==> src/rtl/rcp_consts.svh <==
`ifndef RCP_CONSTS_SVH
`define RCP_CONSTS_SVH

// register byte addresses, 12-bit window
`define RCP_ADDR_POWER 12'hF80
`define RCP_ADDR_CAUSE 12'hFF0

// power disable register: reset value and implemented bits
`define RCP_POWER_RESET 8'h88
`define RCP_POWER_COMP_BIT 1
`define RCP_POWER_BROWNOUT_BIT 4

// cause flags as one nibble: power_on, sleep_recovery, watchdog_expiry, pin_reset
`define RCP_CAUSE_POWER_ON 4'h8
`define RCP_CAUSE_PIN_RESET 4'h1
`define RCP_CAUSE_WDT_RESET 4'h2
`define RCP_CAUSE_PIN_WAKE 4'h4
`define RCP_CAUSE_LSB 4

// bus responses
`define RCP_RESP_OKAY 2'h0
`define RCP_RESP_SLVERR 2'h2

`endif

==> src/rtl/rcp_pkg.sv <==
package rcp_pkg;

  // power state of the device
  typedef enum logic [1:0] {
    RCP_RUN = 2'b00,
    RCP_HALT = 2'b01,
    RCP_SLEEP = 2'b10
  } rcp_mode_t;

  // register select from address decode
  typedef enum logic [1:0] {
    RCP_SEL_NONE = 2'b00,
    RCP_SEL_POWER = 2'b01,
    RCP_SEL_CAUSE = 2'b10
  } rcp_sel_t;

  // cause flags, msb first as in the status byte
  typedef struct packed {
    logic power_on_flag;
    logic sleep_recovery_flag;
    logic watchdog_expiry_flag;
    logic pin_reset_flag;
  } rcp_cause_t;

  // one-cycle register strobes from the bus slave
  typedef struct packed {
    logic wr;
    logic [11:0] wr_addr;
    logic [31:0] wr_data;
    logic [3:0] wr_strb;
    logic rd;
    logic [11:0] rd_addr;
  } rcp_req_t;

endpackage : rcp_pkg

==> src/rtl/rcp_axil_slave.sv <==
`include "rcp_consts.svh"

module rcp_axil_slave (
  input wire logic aclk,
  input wire logic aresetn,
  input wire logic [11:0] s_axi_awaddr,
  input wire logic s_axi_awvalid,
  output logic s_axi_awready,
  input wire logic [31:0] s_axi_wdata,
  input wire logic [3:0] s_axi_wstrb,
  input wire logic s_axi_wvalid,
  output logic s_axi_wready,
  output logic [1:0] s_axi_bresp,
  output logic s_axi_bvalid,
  input wire logic s_axi_bready,
  input wire logic [11:0] s_axi_araddr,
  input wire logic s_axi_arvalid,
  output logic s_axi_arready,
  output logic [31:0] s_axi_rdata,
  output logic [1:0] s_axi_rresp,
  output logic s_axi_rvalid,
  input wire logic s_axi_rready,
  output rcp_pkg::rcp_req_t req,
  input wire logic [31:0] rd_data,
  input wire logic rd_err,
  input wire logic wr_err
);

  logic aw_held; // address captured, waiting for data
  logic w_held; // data captured, waiting for address
  logic [11:0] aw_addr;
  logic [31:0] w_data;
  logic [3:0] w_strb;
  logic wr_fire;
  logic rd_fire;

  // write issues once both halves are in and no response is pending
  assign wr_fire = aw_held && w_held && !s_axi_bvalid;
  // read issues on the address handshake itself
  assign rd_fire = s_axi_arvalid && s_axi_arready;

  always_comb begin
    req.wr = wr_fire;
    req.wr_addr = aw_addr;
    req.wr_data = w_data;
    req.wr_strb = w_strb;
    req.rd = rd_fire;
    req.rd_addr = s_axi_araddr;
  end

  // write address channel, one outstanding write
  always_ff @(posedge aclk) begin
    if (!aresetn) begin
      aw_held <= 1'b0;
      aw_addr <= 12'h000;
      s_axi_awready <= 1'b1;
    end else if (s_axi_awvalid && s_axi_awready) begin
      aw_held <= 1'b1;
      aw_addr <= s_axi_awaddr;
      s_axi_awready <= 1'b0;
    end else begin
      if (wr_fire) aw_held <= 1'b0;
      // reopen only once the response has gone
      if (s_axi_bvalid && s_axi_bready) s_axi_awready <= 1'b1;
    end
  end

  // write data channel, taken in either order against the address
  always_ff @(posedge aclk) begin
    if (!aresetn) begin
      w_held <= 1'b0;
      w_data <= 32'h0000_0000;
      w_strb <= 4'h0;
      s_axi_wready <= 1'b1;
    end else if (s_axi_wvalid && s_axi_wready) begin
      w_held <= 1'b1;
      w_data <= s_axi_wdata;
      w_strb <= s_axi_wstrb;
      s_axi_wready <= 1'b0;
    end else begin
      if (wr_fire) w_held <= 1'b0;
      if (s_axi_bvalid && s_axi_bready) s_axi_wready <= 1'b1;
    end
  end

  // write response
  always_ff @(posedge aclk) begin
    if (!aresetn) begin
      s_axi_bvalid <= 1'b0;
      s_axi_bresp <= `RCP_RESP_OKAY;
    end else if (wr_fire) begin
      s_axi_bvalid <= 1'b1;
      s_axi_bresp <= wr_err ? `RCP_RESP_SLVERR : `RCP_RESP_OKAY;
    end else if (s_axi_bready) begin
      s_axi_bvalid <= 1'b0;
    end
  end

  // read channel: data sampled at the handshake edge
  always_ff @(posedge aclk) begin
    if (!aresetn) begin
      s_axi_arready <= 1'b1;
      s_axi_rvalid <= 1'b0;
      s_axi_rdata <= 32'h0000_0000;
      s_axi_rresp <= `RCP_RESP_OKAY;
    end else if (rd_fire) begin
      s_axi_arready <= 1'b0;
      s_axi_rvalid <= 1'b1;
      s_axi_rdata <= rd_data;
      s_axi_rresp <= rd_err ? `RCP_RESP_SLVERR : `RCP_RESP_OKAY;
    end else if (s_axi_rvalid && s_axi_rready) begin
      s_axi_arready <= 1'b1;
      s_axi_rvalid <= 1'b0;
    end
  end

endmodule : rcp_axil_slave

==> src/rtl/rcp_top.sv <==
// Our own choice: register access over AXI4-Lite.
`include "rcp_consts.svh"

module rcp_top (
  input wire logic aclk,
  input wire logic aresetn,
  input wire logic [11:0] s_axi_awaddr,
  input wire logic s_axi_awvalid,
  output logic s_axi_awready,
  input wire logic [31:0] s_axi_wdata,
  input wire logic [3:0] s_axi_wstrb,
  input wire logic s_axi_wvalid,
  output logic s_axi_wready,
  output logic [1:0] s_axi_bresp,
  output logic s_axi_bvalid,
  input wire logic s_axi_bready,
  input wire logic [11:0] s_axi_araddr,
  input wire logic s_axi_arvalid,
  output logic s_axi_arready,
  output logic [31:0] s_axi_rdata,
  output logic [1:0] s_axi_rresp,
  output logic s_axi_rvalid,
  input wire logic s_axi_rready,
  input wire logic ev_pin_reset,
  input wire logic ev_wdt_expiry,
  input wire logic wdt_reset_mode,
  input wire logic ev_pin_change,
  input wire logic ev_debugger_reset,
  input wire logic debug_line_low,
  input wire logic ev_brownout_reset,
  input wire logic irq_pending,
  input wire logic sleep_instr,
  input wire logic halt_instr,
  input wire logic wdt_enable,
  input wire logic crystal_enable,
  input wire logic brownout_always_on_option,
  output rcp_pkg::rcp_mode_t power_mode,
  output logic main_osc_enable,
  output logic sys_clk_enable,
  output logic cpu_run,
  output logic periph_idle,
  output logic wdt_osc_enable,
  output logic brownout_run,
  output logic brownout_disable,
  output logic crystal_pins_owned,
  output logic comparator_disable,
  output logic comparator_clk_enable,
  output logic [7:0] wdt_ctrl_data,
  output logic wdt_ctrl_write
);

  // all event and instruction inputs come from logic on aclk, so no synchronisers

  rcp_pkg::rcp_req_t req; // bus strobes, one cycle each
  rcp_pkg::rcp_cause_t cause; // sticky cause flags
  rcp_pkg::rcp_cause_t next_cause;
  rcp_pkg::rcp_mode_t next_mode;
  rcp_pkg::rcp_sel_t rd_sel;
  rcp_pkg::rcp_sel_t wr_sel;
  logic [7:0] power; // peripheral_power_disable contents
  logic [7:0] next_power;
  logic [31:0] rd_data;
  logic sleeping; // current mode is deep sleep
  logic dbg_reset; // debugger reset of either kind
  logic wdt_sys_reset; // watchdog expiry that resets the system
  logic any_reset; // any non power-on system reset

  // address decode shared by the read and write paths
  function automatic rcp_pkg::rcp_sel_t rcp_decode(input logic [11:0] addr);
    if (addr == `RCP_ADDR_POWER) begin
      return rcp_pkg::RCP_SEL_POWER;
    end else if (addr == `RCP_ADDR_CAUSE) begin
      return rcp_pkg::RCP_SEL_CAUSE;
    end else begin
      return rcp_pkg::RCP_SEL_NONE;
    end
  endfunction : rcp_decode

  rcp_axil_slave rcp_axil_slave_inst (
    .aclk(aclk),
    .aresetn(aresetn),
    .s_axi_awaddr(s_axi_awaddr),
    .s_axi_awvalid(s_axi_awvalid),
    .s_axi_awready(s_axi_awready),
    .s_axi_wdata(s_axi_wdata),
    .s_axi_wstrb(s_axi_wstrb),
    .s_axi_wvalid(s_axi_wvalid),
    .s_axi_wready(s_axi_wready),
    .s_axi_bresp(s_axi_bresp),
    .s_axi_bvalid(s_axi_bvalid),
    .s_axi_bready(s_axi_bready),
    .s_axi_araddr(s_axi_araddr),
    .s_axi_arvalid(s_axi_arvalid),
    .s_axi_arready(s_axi_arready),
    .s_axi_rdata(s_axi_rdata),
    .s_axi_rresp(s_axi_rresp),
    .s_axi_rvalid(s_axi_rvalid),
    .s_axi_rready(s_axi_rready),
    .req(req),
    .rd_data(rd_data),
    .rd_err(rd_sel == rcp_pkg::RCP_SEL_NONE),
    .wr_err(wr_sel == rcp_pkg::RCP_SEL_NONE)
  );

  assign rd_sel = rcp_decode(req.rd_addr);
  assign wr_sel = rcp_decode(req.wr_addr);
  assign sleeping = (power_mode == rcp_pkg::RCP_SLEEP);
  // debug line only resets from deep sleep
  assign dbg_reset = ev_debugger_reset || (debug_line_low && sleeping);
  assign wdt_sys_reset = ev_wdt_expiry && wdt_reset_mode && !sleeping;
  assign any_reset = ev_pin_reset || dbg_reset || ev_brownout_reset || wdt_sys_reset;

  // read mux; the watchdog control half of the shared address is write-only
  always_comb begin
    case (rd_sel)
      rcp_pkg::RCP_SEL_POWER: rd_data = {24'h00_0000, power};
      rcp_pkg::RCP_SEL_CAUSE: rd_data = {24'h00_0000, cause, 4'h0};
      default: rd_data = 32'h0000_0000;
    endcase
  end

  // cause flags; later lines win, so an event beats a same-cycle read clear
  always_comb begin
    next_cause = cause;
    if (req.rd && rd_sel == rcp_pkg::RCP_SEL_CAUSE) begin
      next_cause = 4'h0;
    end
    if (ev_pin_change && sleeping) begin
      next_cause = `RCP_CAUSE_PIN_WAKE;
    end
    if (ev_wdt_expiry) begin
      if (sleeping) begin
        // recovery by watchdog keeps the pin reset flag as it stands
        next_cause = {1'b0, 1'b1, 1'b1, next_cause.pin_reset_flag};
      end else if (wdt_reset_mode) begin
        next_cause = `RCP_CAUSE_WDT_RESET;
      end else begin
        next_cause = {1'b0, 1'b0, 1'b1, next_cause.pin_reset_flag};
      end
    end
    if (dbg_reset) begin
      next_cause = `RCP_CAUSE_POWER_ON;
    end
    if (ev_pin_reset) begin
      next_cause = `RCP_CAUSE_PIN_RESET;
    end
  end

  // aresetn is the power-on reset: flags start as power-on only
  always_ff @(posedge aclk) begin
    if (!aresetn) begin
      cause <= `RCP_CAUSE_POWER_ON;
    end else begin
      cause <= next_cause;
    end
  end

  // power register; other system resets arrive as events and leave it alone
  always_comb begin
    next_power = power;
    if (req.wr && wr_sel == rcp_pkg::RCP_SEL_POWER && req.wr_strb[0]) begin
      // reserved bits are stored as written; software keeps them zero
      next_power = req.wr_data[7:0];
    end
  end

  always_ff @(posedge aclk) begin
    if (!aresetn) begin
      power <= `RCP_POWER_RESET;
    end else begin
      power <= next_power;
    end
  end

  // writes to the shared address go out to the watchdog
  always_ff @(posedge aclk) begin
    if (!aresetn) begin
      wdt_ctrl_data <= 8'h00;
      wdt_ctrl_write <= 1'b0;
    end else begin
      wdt_ctrl_write <= req.wr && wr_sel == rcp_pkg::RCP_SEL_CAUSE && req.wr_strb[0];
      if (req.wr && wr_sel == rcp_pkg::RCP_SEL_CAUSE && req.wr_strb[0]) begin
        wdt_ctrl_data <= req.wr_data[7:0];
      end
    end
  end

  // mode sequencing
  always_comb begin
    case (power_mode)
      rcp_pkg::RCP_RUN: begin
        if (any_reset) begin
          next_mode = rcp_pkg::RCP_RUN;
        end else if (sleep_instr) begin
          next_mode = rcp_pkg::RCP_SLEEP;
        end else if (halt_instr) begin
          next_mode = rcp_pkg::RCP_HALT;
        end else begin
          next_mode = rcp_pkg::RCP_RUN;
        end
      end
      rcp_pkg::RCP_HALT: begin
        // a pending interrupt or any watchdog expiry wakes the core
        if (irq_pending || ev_wdt_expiry || any_reset) begin
          next_mode = rcp_pkg::RCP_RUN;
        end else begin
          next_mode = rcp_pkg::RCP_HALT;
        end
      end
      rcp_pkg::RCP_SLEEP: begin
        if (ev_pin_change || ev_wdt_expiry || ev_pin_reset || dbg_reset) begin
          next_mode = rcp_pkg::RCP_RUN;
        end else begin
          next_mode = rcp_pkg::RCP_SLEEP;
        end
      end
      default: next_mode = rcp_pkg::RCP_RUN;
    endcase
  end

  always_ff @(posedge aclk) begin
    if (!aresetn) begin
      power_mode <= rcp_pkg::RCP_RUN;
    end else begin
      power_mode <= next_mode;
    end
  end

  // clock and core controls follow the next mode so they change with it
  always_ff @(posedge aclk) begin
    if (!aresetn) begin
      main_osc_enable <= 1'b1;
      sys_clk_enable <= 1'b1;
      cpu_run <= 1'b1;
      periph_idle <= 1'b0;
    end else begin
      main_osc_enable <= next_mode != rcp_pkg::RCP_SLEEP;
      sys_clk_enable <= next_mode != rcp_pkg::RCP_SLEEP;
      cpu_run <= next_mode == rcp_pkg::RCP_RUN;
      periph_idle <= next_mode == rcp_pkg::RCP_SLEEP;
    end
  end

  // watchdog, brownout and crystal pins
  always_ff @(posedge aclk) begin
    if (!aresetn) begin
      wdt_osc_enable <= 1'b0;
      brownout_run <= 1'b1;
      crystal_pins_owned <= 1'b0;
    end else begin
      wdt_osc_enable <= wdt_enable;
      // in sleep only the nonvolatile option keeps the monitor alive
      brownout_run <= (next_mode == rcp_pkg::RCP_SLEEP) ? brownout_always_on_option
                      : !next_power[`RCP_POWER_BROWNOUT_BIT];
      crystal_pins_owned <= crystal_enable && next_mode != rcp_pkg::RCP_SLEEP;
    end
  end

  // per-peripheral disables from the power register
  always_ff @(posedge aclk) begin
    if (!aresetn) begin
      // bit 1 of the power reset value is clear, so the comparator starts enabled
      comparator_disable <= 1'b0;
      comparator_clk_enable <= 1'b1;
      brownout_disable <= 1'b0;
    end else begin
      comparator_disable <= next_power[`RCP_POWER_COMP_BIT];
      // gate the comparator clock when disabled or when peripherals idle
      comparator_clk_enable <= !next_power[`RCP_POWER_COMP_BIT]
                               && next_mode != rcp_pkg::RCP_SLEEP;
      brownout_disable <= next_power[`RCP_POWER_BROWNOUT_BIT];
    end
  end

  logic quiet; // no event besides the one under test
  assign quiet = !ev_pin_reset && !dbg_reset && !ev_wdt_expiry && !ev_pin_change;
endmodule : rcp_top

==> config.mk <==
export PLATFORM = sky130hd
export DESIGN_NAME = rcp_top
export DESIGN_NICKNAME = d
export VERILOG_FILES = /design/src/rtl/rcp_pkg.sv /design/src/rtl/rcp_axil_slave.sv /design/src/rtl/rcp_top.sv
export VERILOG_INCLUDE_DIRS = /design/src /design/src/rtl
export SDC_FILE = /design/constraint.sdc
export NUM_CORES = 1
export LEC_CHECK = 0
export BUFFER_PORTS_ARGS = -buffer_cell sky130_fd_sc_hd__buf_2
export CELL_PAD_IN_SITES_DETAIL_PLACEMENT = 0
export CELL_PAD_IN_SITES_GLOBAL_PLACEMENT = 1
export CORE_ASPECT_RATIO = 1.5
export CORE_UTILIZATION = 35
export CTS_CLUSTER_DIAMETER = 100
export CTS_CLUSTER_SIZE = 16
export DETAILED_ROUTE_END_ITERATION = 8
export PLACE_DENSITY = 0.93
export SETUP_SLACK_MARGIN = 0.15
export SLEW_MARGIN = 5
export SYNTH_ARGS = -nofsm -noshare
export SYNTH_HDL_FRONTEND = slang
export SYNTH_SLANG_ARGS = --single-unit
==> constraint.sdc <==
create_clock -name aclk -period 5.4 [get_ports aclk]
set_clock_uncertainty 0.15 [all_clocks]
set_input_delay 0.54 -clock aclk [delete_from_list [all_inputs] [get_ports aclk]]
set_output_delay 0.54 -clock aclk [all_outputs]
set_load 0.02 [all_outputs]
Word level (Yosys, flattened, before mapping)
Index checks and enable logic that the tools add are counted.
Operators by class
  equal/unequal tests: 12
  muxes and demuxes: 34
  bitwise gates (word level): 1
  reductions and logical operators: 44
Operators by type and width (number)
  equality test 12 bit (second input constant): 4
  2-to-1 mux 4 bit: 5
  logical AND 1 bit: 18
  2-to-1 mux 2 bit: 9
  2-to-1 mux 1 bit: 16
  case mux 8 bit (2 select lines): 1
  nonzero test 2 bit: 6
  logical OR 1 bit: 9
  equality test 2 bit (second input constant): 4
  logical NOT 2 bit: 4
  equality test 2 x 1 -> 1 bit (second input constant): 3
  case mux 2 bit (3 select lines): 1
  2-to-1 mux 5 bit: 1
  nonzero test 5 bit: 1
  logical NOT 1 bit: 4
  2-to-1 mux 3 bit: 1
  nonzero test 3 bit: 1
  OR reduction 3 bit: 1
  inequality test 2 bit (second input constant): 1
  inverter 1 bit: 1
Word-level totals
  bits in registers: 96
  output and inout bits: 62

Longest topological paths before layout
  word-level depth: 12
  mapped depth: 5

Modules after synthesis
From an unflattened synthesis, not the netlist that was laid out.
Second synthesis, totals
  cells, all modules: 538
  area, all modules: 4865.9 um^2
Modules (own cells, without submodules)
  rcp_axil_slave: times used 1, cells an instance 401, area each 3583.4 um^2, seq. area each 1781.7 um^2
  rcp_top: times used 1, cells an instance 137, area each 1282.5 um^2, seq. area each 600.6 um^2

Worst setup path after synthesis
No wires, ideal clock.
  path kind: input -> register
  start: input s_axi_araddr[1]
  end: register rcp_axil_slave_inst.s_axi_rdata[7]
  data arrival time: 1913 ps
  path slack: 3271 ps
  stages on the path: 4
  cell sequence: or4_1 -> nor4b_2 -> a222oi_1 -> nor2b_1
Between the ends
  word-level cells in the longest chain between the ends: 5
  elaborated cells on any way between the ends: 7
  those cells by class: eq/ne: 4; mux: 3
RTL lines
  start, declared: line rcp_top.sv:17  | input wire logic [11:0] s_axi_araddr,
  equality test 12 bit (no source line)
  2-to-1 mux 2 bit: line rcp_top.sv:72  | end else if (addr == `RCP_ADDR_CAUSE) begin
  2-to-1 mux 2 bit (*): line rcp_top.sv:70  | if (addr == `RCP_ADDR_POWER) begin
  equality test 2 bit / equality test 2 x 1 -> 1 bit (equally long branches): line rcp_top.sv:115  | case (rd_sel)
  case mux 8 bit (2 select lines) (*): line rcp_top.sv:115
  end signal, assigned: line rcp_axil_slave.sv:109  | s_axi_rdata <= rd_data;
  end, declared: line rcp_axil_slave.sv:19  | output logic [31:0] s_axi_rdata,
Mark *: on every way between the ends. The rest lies on a longest branch, timed or not.
A chain may end at the register's enable or synchronous reset.

Worst setup path in the final report
  start: register rcp_axil_slave_inst.aw_addr[0]
  end: register brownout_run
Between the ends
  word-level cells in the longest chain between the ends: 9
  elaborated cells on any way between the ends: 10
  those cells by class: eq/ne: 3; mux: 4; reduce/logical: 3
RTL lines
  start, declared: line rcp_axil_slave.sv:31  | logic [11:0] aw_addr;
  start signal, assigned: line rcp_axil_slave.sv:59  | aw_addr <= s_axi_awaddr;
  equality test 12 bit (no source line)
  2-to-1 mux 2 bit: line rcp_top.sv:72
  2-to-1 mux 2 bit (*): line rcp_top.sv:70
  equality test 2 x 1 -> 1 bit (*): line rcp_top.sv:161  | if (req.wr && wr_sel == rcp_pkg::RCP_SEL_POWER && req.wr_strb[0]) begin
  logical AND 1 bit (*) (2 in series): line rcp_top.sv:161
  2-to-1 mux 5 bit (*): line rcp_top.sv:161
  logical NOT 1 bit (*): line rcp_top.sv:254  | : !next_power[`RCP_POWER_BROWNOUT_BIT];
  2-to-1 mux 1 bit (*): line rcp_top.sv:253  | brownout_run <= (next_mode == rcp_pkg::RCP_SLEEP) ? brownout_always_on_option
  end signal, assigned: line rcp_top.sv:253
  end, declared: line rcp_top.sv:43  | output logic brownout_run,
Marked as above.

==> run summary <==
Total Die Area = 0.00869 sq mm
synthesized area = 0.00291 sq mm
antenna viol nets, final = 0
EDFF count, synth = 0
share of layout cells above drive strength 1 = 0.263
Final Non-Filler Cells = 519
root buf cell = clkbuf_16
largest net degree at the start of global routing = 64
Post-route DRC = 0
Max-Cap Viols = 0
IO Count = 142
Mapped Cells = 327
TritonCTS Buffers = 9
clk_lat worst skew = 330 ps
ys async rst share = 0
# Post-CTS Setup Buffers = 0
final period utilization = 0.453
relative slew slack = 0.370
WP data required = 5470 ps
Nets = 489
Worst Max-Slew Pin Slew = 937 ps
vias in the first global route = 2355
setup slack at placement = 2890 ps
P per Cell Area = 336 mW/mm^2
H-tree Lvls = 3
n_diodes = 0
initial antenna violation count = 0
status = complete, no violations
Die W = 76.4 microns
routability cong. = 0.779
Yosys top cell by area = dfxtp_1
Worst-path clk slew = 60 ps
final WL = 6490 microns
Syn. warnings = 0
clock sink count = 68
CP Launch Type = flop
Total Power = 1.21 mW
synth top area cells = dfxtp_1 47%, a21boi_0 7.7%, buf_4 7.2%
core area = 0.00806 sq mm
Filler cells = 816
final core occ = 0.447
# setup viols final = 0
starting density of the core = 0.361
area fraction of the dominant cell type after synthesis = 0.468
post-layout instance area = 0.00360 sq mm
DP Cell Count = 503
Worst setup EP type = flop
post-DP HPWL = 4750 microns
Max Clock Freq = 0.409 GHz
post-synth cell types = 43
main flop type after synthesis = dfxtp_1
drt wl/cell = 12.5 microns
WP data arrival = 2510 ps
crit path kind = reg2reg
post-DR vias/cell = 4.82
TritonCTS clock tree = yes
post-synthesis area per instance = 8.90 sq um
unrepaired setup endpoints after global routing = false
final worst slack = 2950 ps
most frequent cells in the layout = 88 x buf_2, 68 x dfxtp_1, 51 x nand2_1
Max clock buf depth = 2
port bufs = 88
hold_buf cts = 0
post-cts repair resize count = 0
gr ovfl total = 0
Via Count = 2502
first-pass GRT wire length = 10900 microns
placed inst area = 0.00330 sq mm
Die Y = 114 microns
maximum vdd drop = 0.000165 V
First-pass DRT Iterations = 4
post-synthesis sequential area ratio = 0.468
commonest non-fill, non-tap cell in the layout = buf_2
1st-iter DRT viols = 63
placement row count = 40
final hold vios = 0
LEAKAGE = 1.52 nW
GRT Util Overall = 0.161
FF+latch count, synth = 68
Final min period = 2450 ps
P&R area growth vs syn = 23.7%
Setup Total Neg Slack = 0 ps
Worst Hold Class = in2reg
worst hold slack = 274 ps
Max Slew Vio Count = 0
maximum fanout along the worst path = 17
cell usage after synthesis, types with 2 or more instances:
| library cell | number |
|---|---|
| nand2_1 | 51 |
| inv_1 | 6 |
| dfxtp_1 | 68 |
| and3_1 | 3 |
| o21ai_0 | 13 |
| nor2b_1 | 9 |
| nand2b_1 | 4 |
| a222oi_1 | 4 |
| and4_1 | 2 |
| nor3_1 | 4 |
| a21oi_1 | 8 |
| nand3_1 | 21 |
| nand3b_1 | 2 |
| a22oi_1 | 5 |
| nor2_1 | 6 |
| clkbuf_1 | 12 |
| o21ai_1 | 11 |
| a21boi_1 | 9 |
| nor4b_1 | 3 |
| or4_4 | 2 |
| nor4_1 | 2 |
| buf_4 | 28 |
| a21boi_0 | 30 |
| nor4b_2 | 2 |
| and2_1 | 4 |
routing by layer:
layer	wire, microns	vias up	track usage
met5	0	-	0
met4	97	0	0.0731
met3	377	7	0.0536
met2	3320	81	0.282
met1	2690	1152	0.175
li1	-	1262	-
where the power goes:
part	internal [mW]	switching, mW
registers	0.520	0.0119
logic	0.0380	0.0685
clock network	0.369	0.203
total	0.927	0.284
kinds of logic (layout without fill, tap and decap cells):
group	Yosys count	count (layout)	share of synthesized area
flip-flops	68	68	0.468
AND/OR/NAND/NOR	121	121	0.222
buffers and inverters	48	110	0.101
AO/OA/AOI/OAI	89	89	0.208
other	1	26	0.00129
cell type report:
cell class / instances / area, sq um / share of cell area
inverters: 6 / 22.5 / 0.00626
clock inverters: 4 / 48.8 / 0.0136
flip-flops and latches: 68 / 1360 / 0.378
well taps: 105 / 131 / 0.0365
repair buffers: 88 / 440 / 0.122
clock buffers: 12 / 246 / 0.0685
multi-input cells: 236 / 1350 / 0.375
registers in the layout, indices dropped and copies added (netlist names), 2 cells and up:
name                             count
cause                                4
power                                8
power_mode                           2
rcp_axil_slave_inst.aw_addr         12
rcp_axil_slave_inst.s_axi_rdata      8
rcp_axil_slave_inst.w_data           8
wdt_ctrl_data                        8
critical path: stages (launching register included):
cell	delay, ps
dfxtp_1	310
or4_4	570
nor4_4	770
nand3_1	250
a31o_1	280
final timing paths:
path	from	to	slack [ps]	cells past startpoint
worst max register to register	rcp_axil_slave_inst.aw_addr[0]	brownout_run	2950	4
worst min-delay path	wdt_enable	wdt_osc_enable	270	2
worst min register to register	rcp_axil_slave_inst.aw_addr[3]	rcp_axil_slave_inst.aw_addr[3]	320	2
worst max-delay path	rcp_axil_slave_inst.aw_addr[0]	brownout_run	2950	4
(Power assumes the default switching activity.)
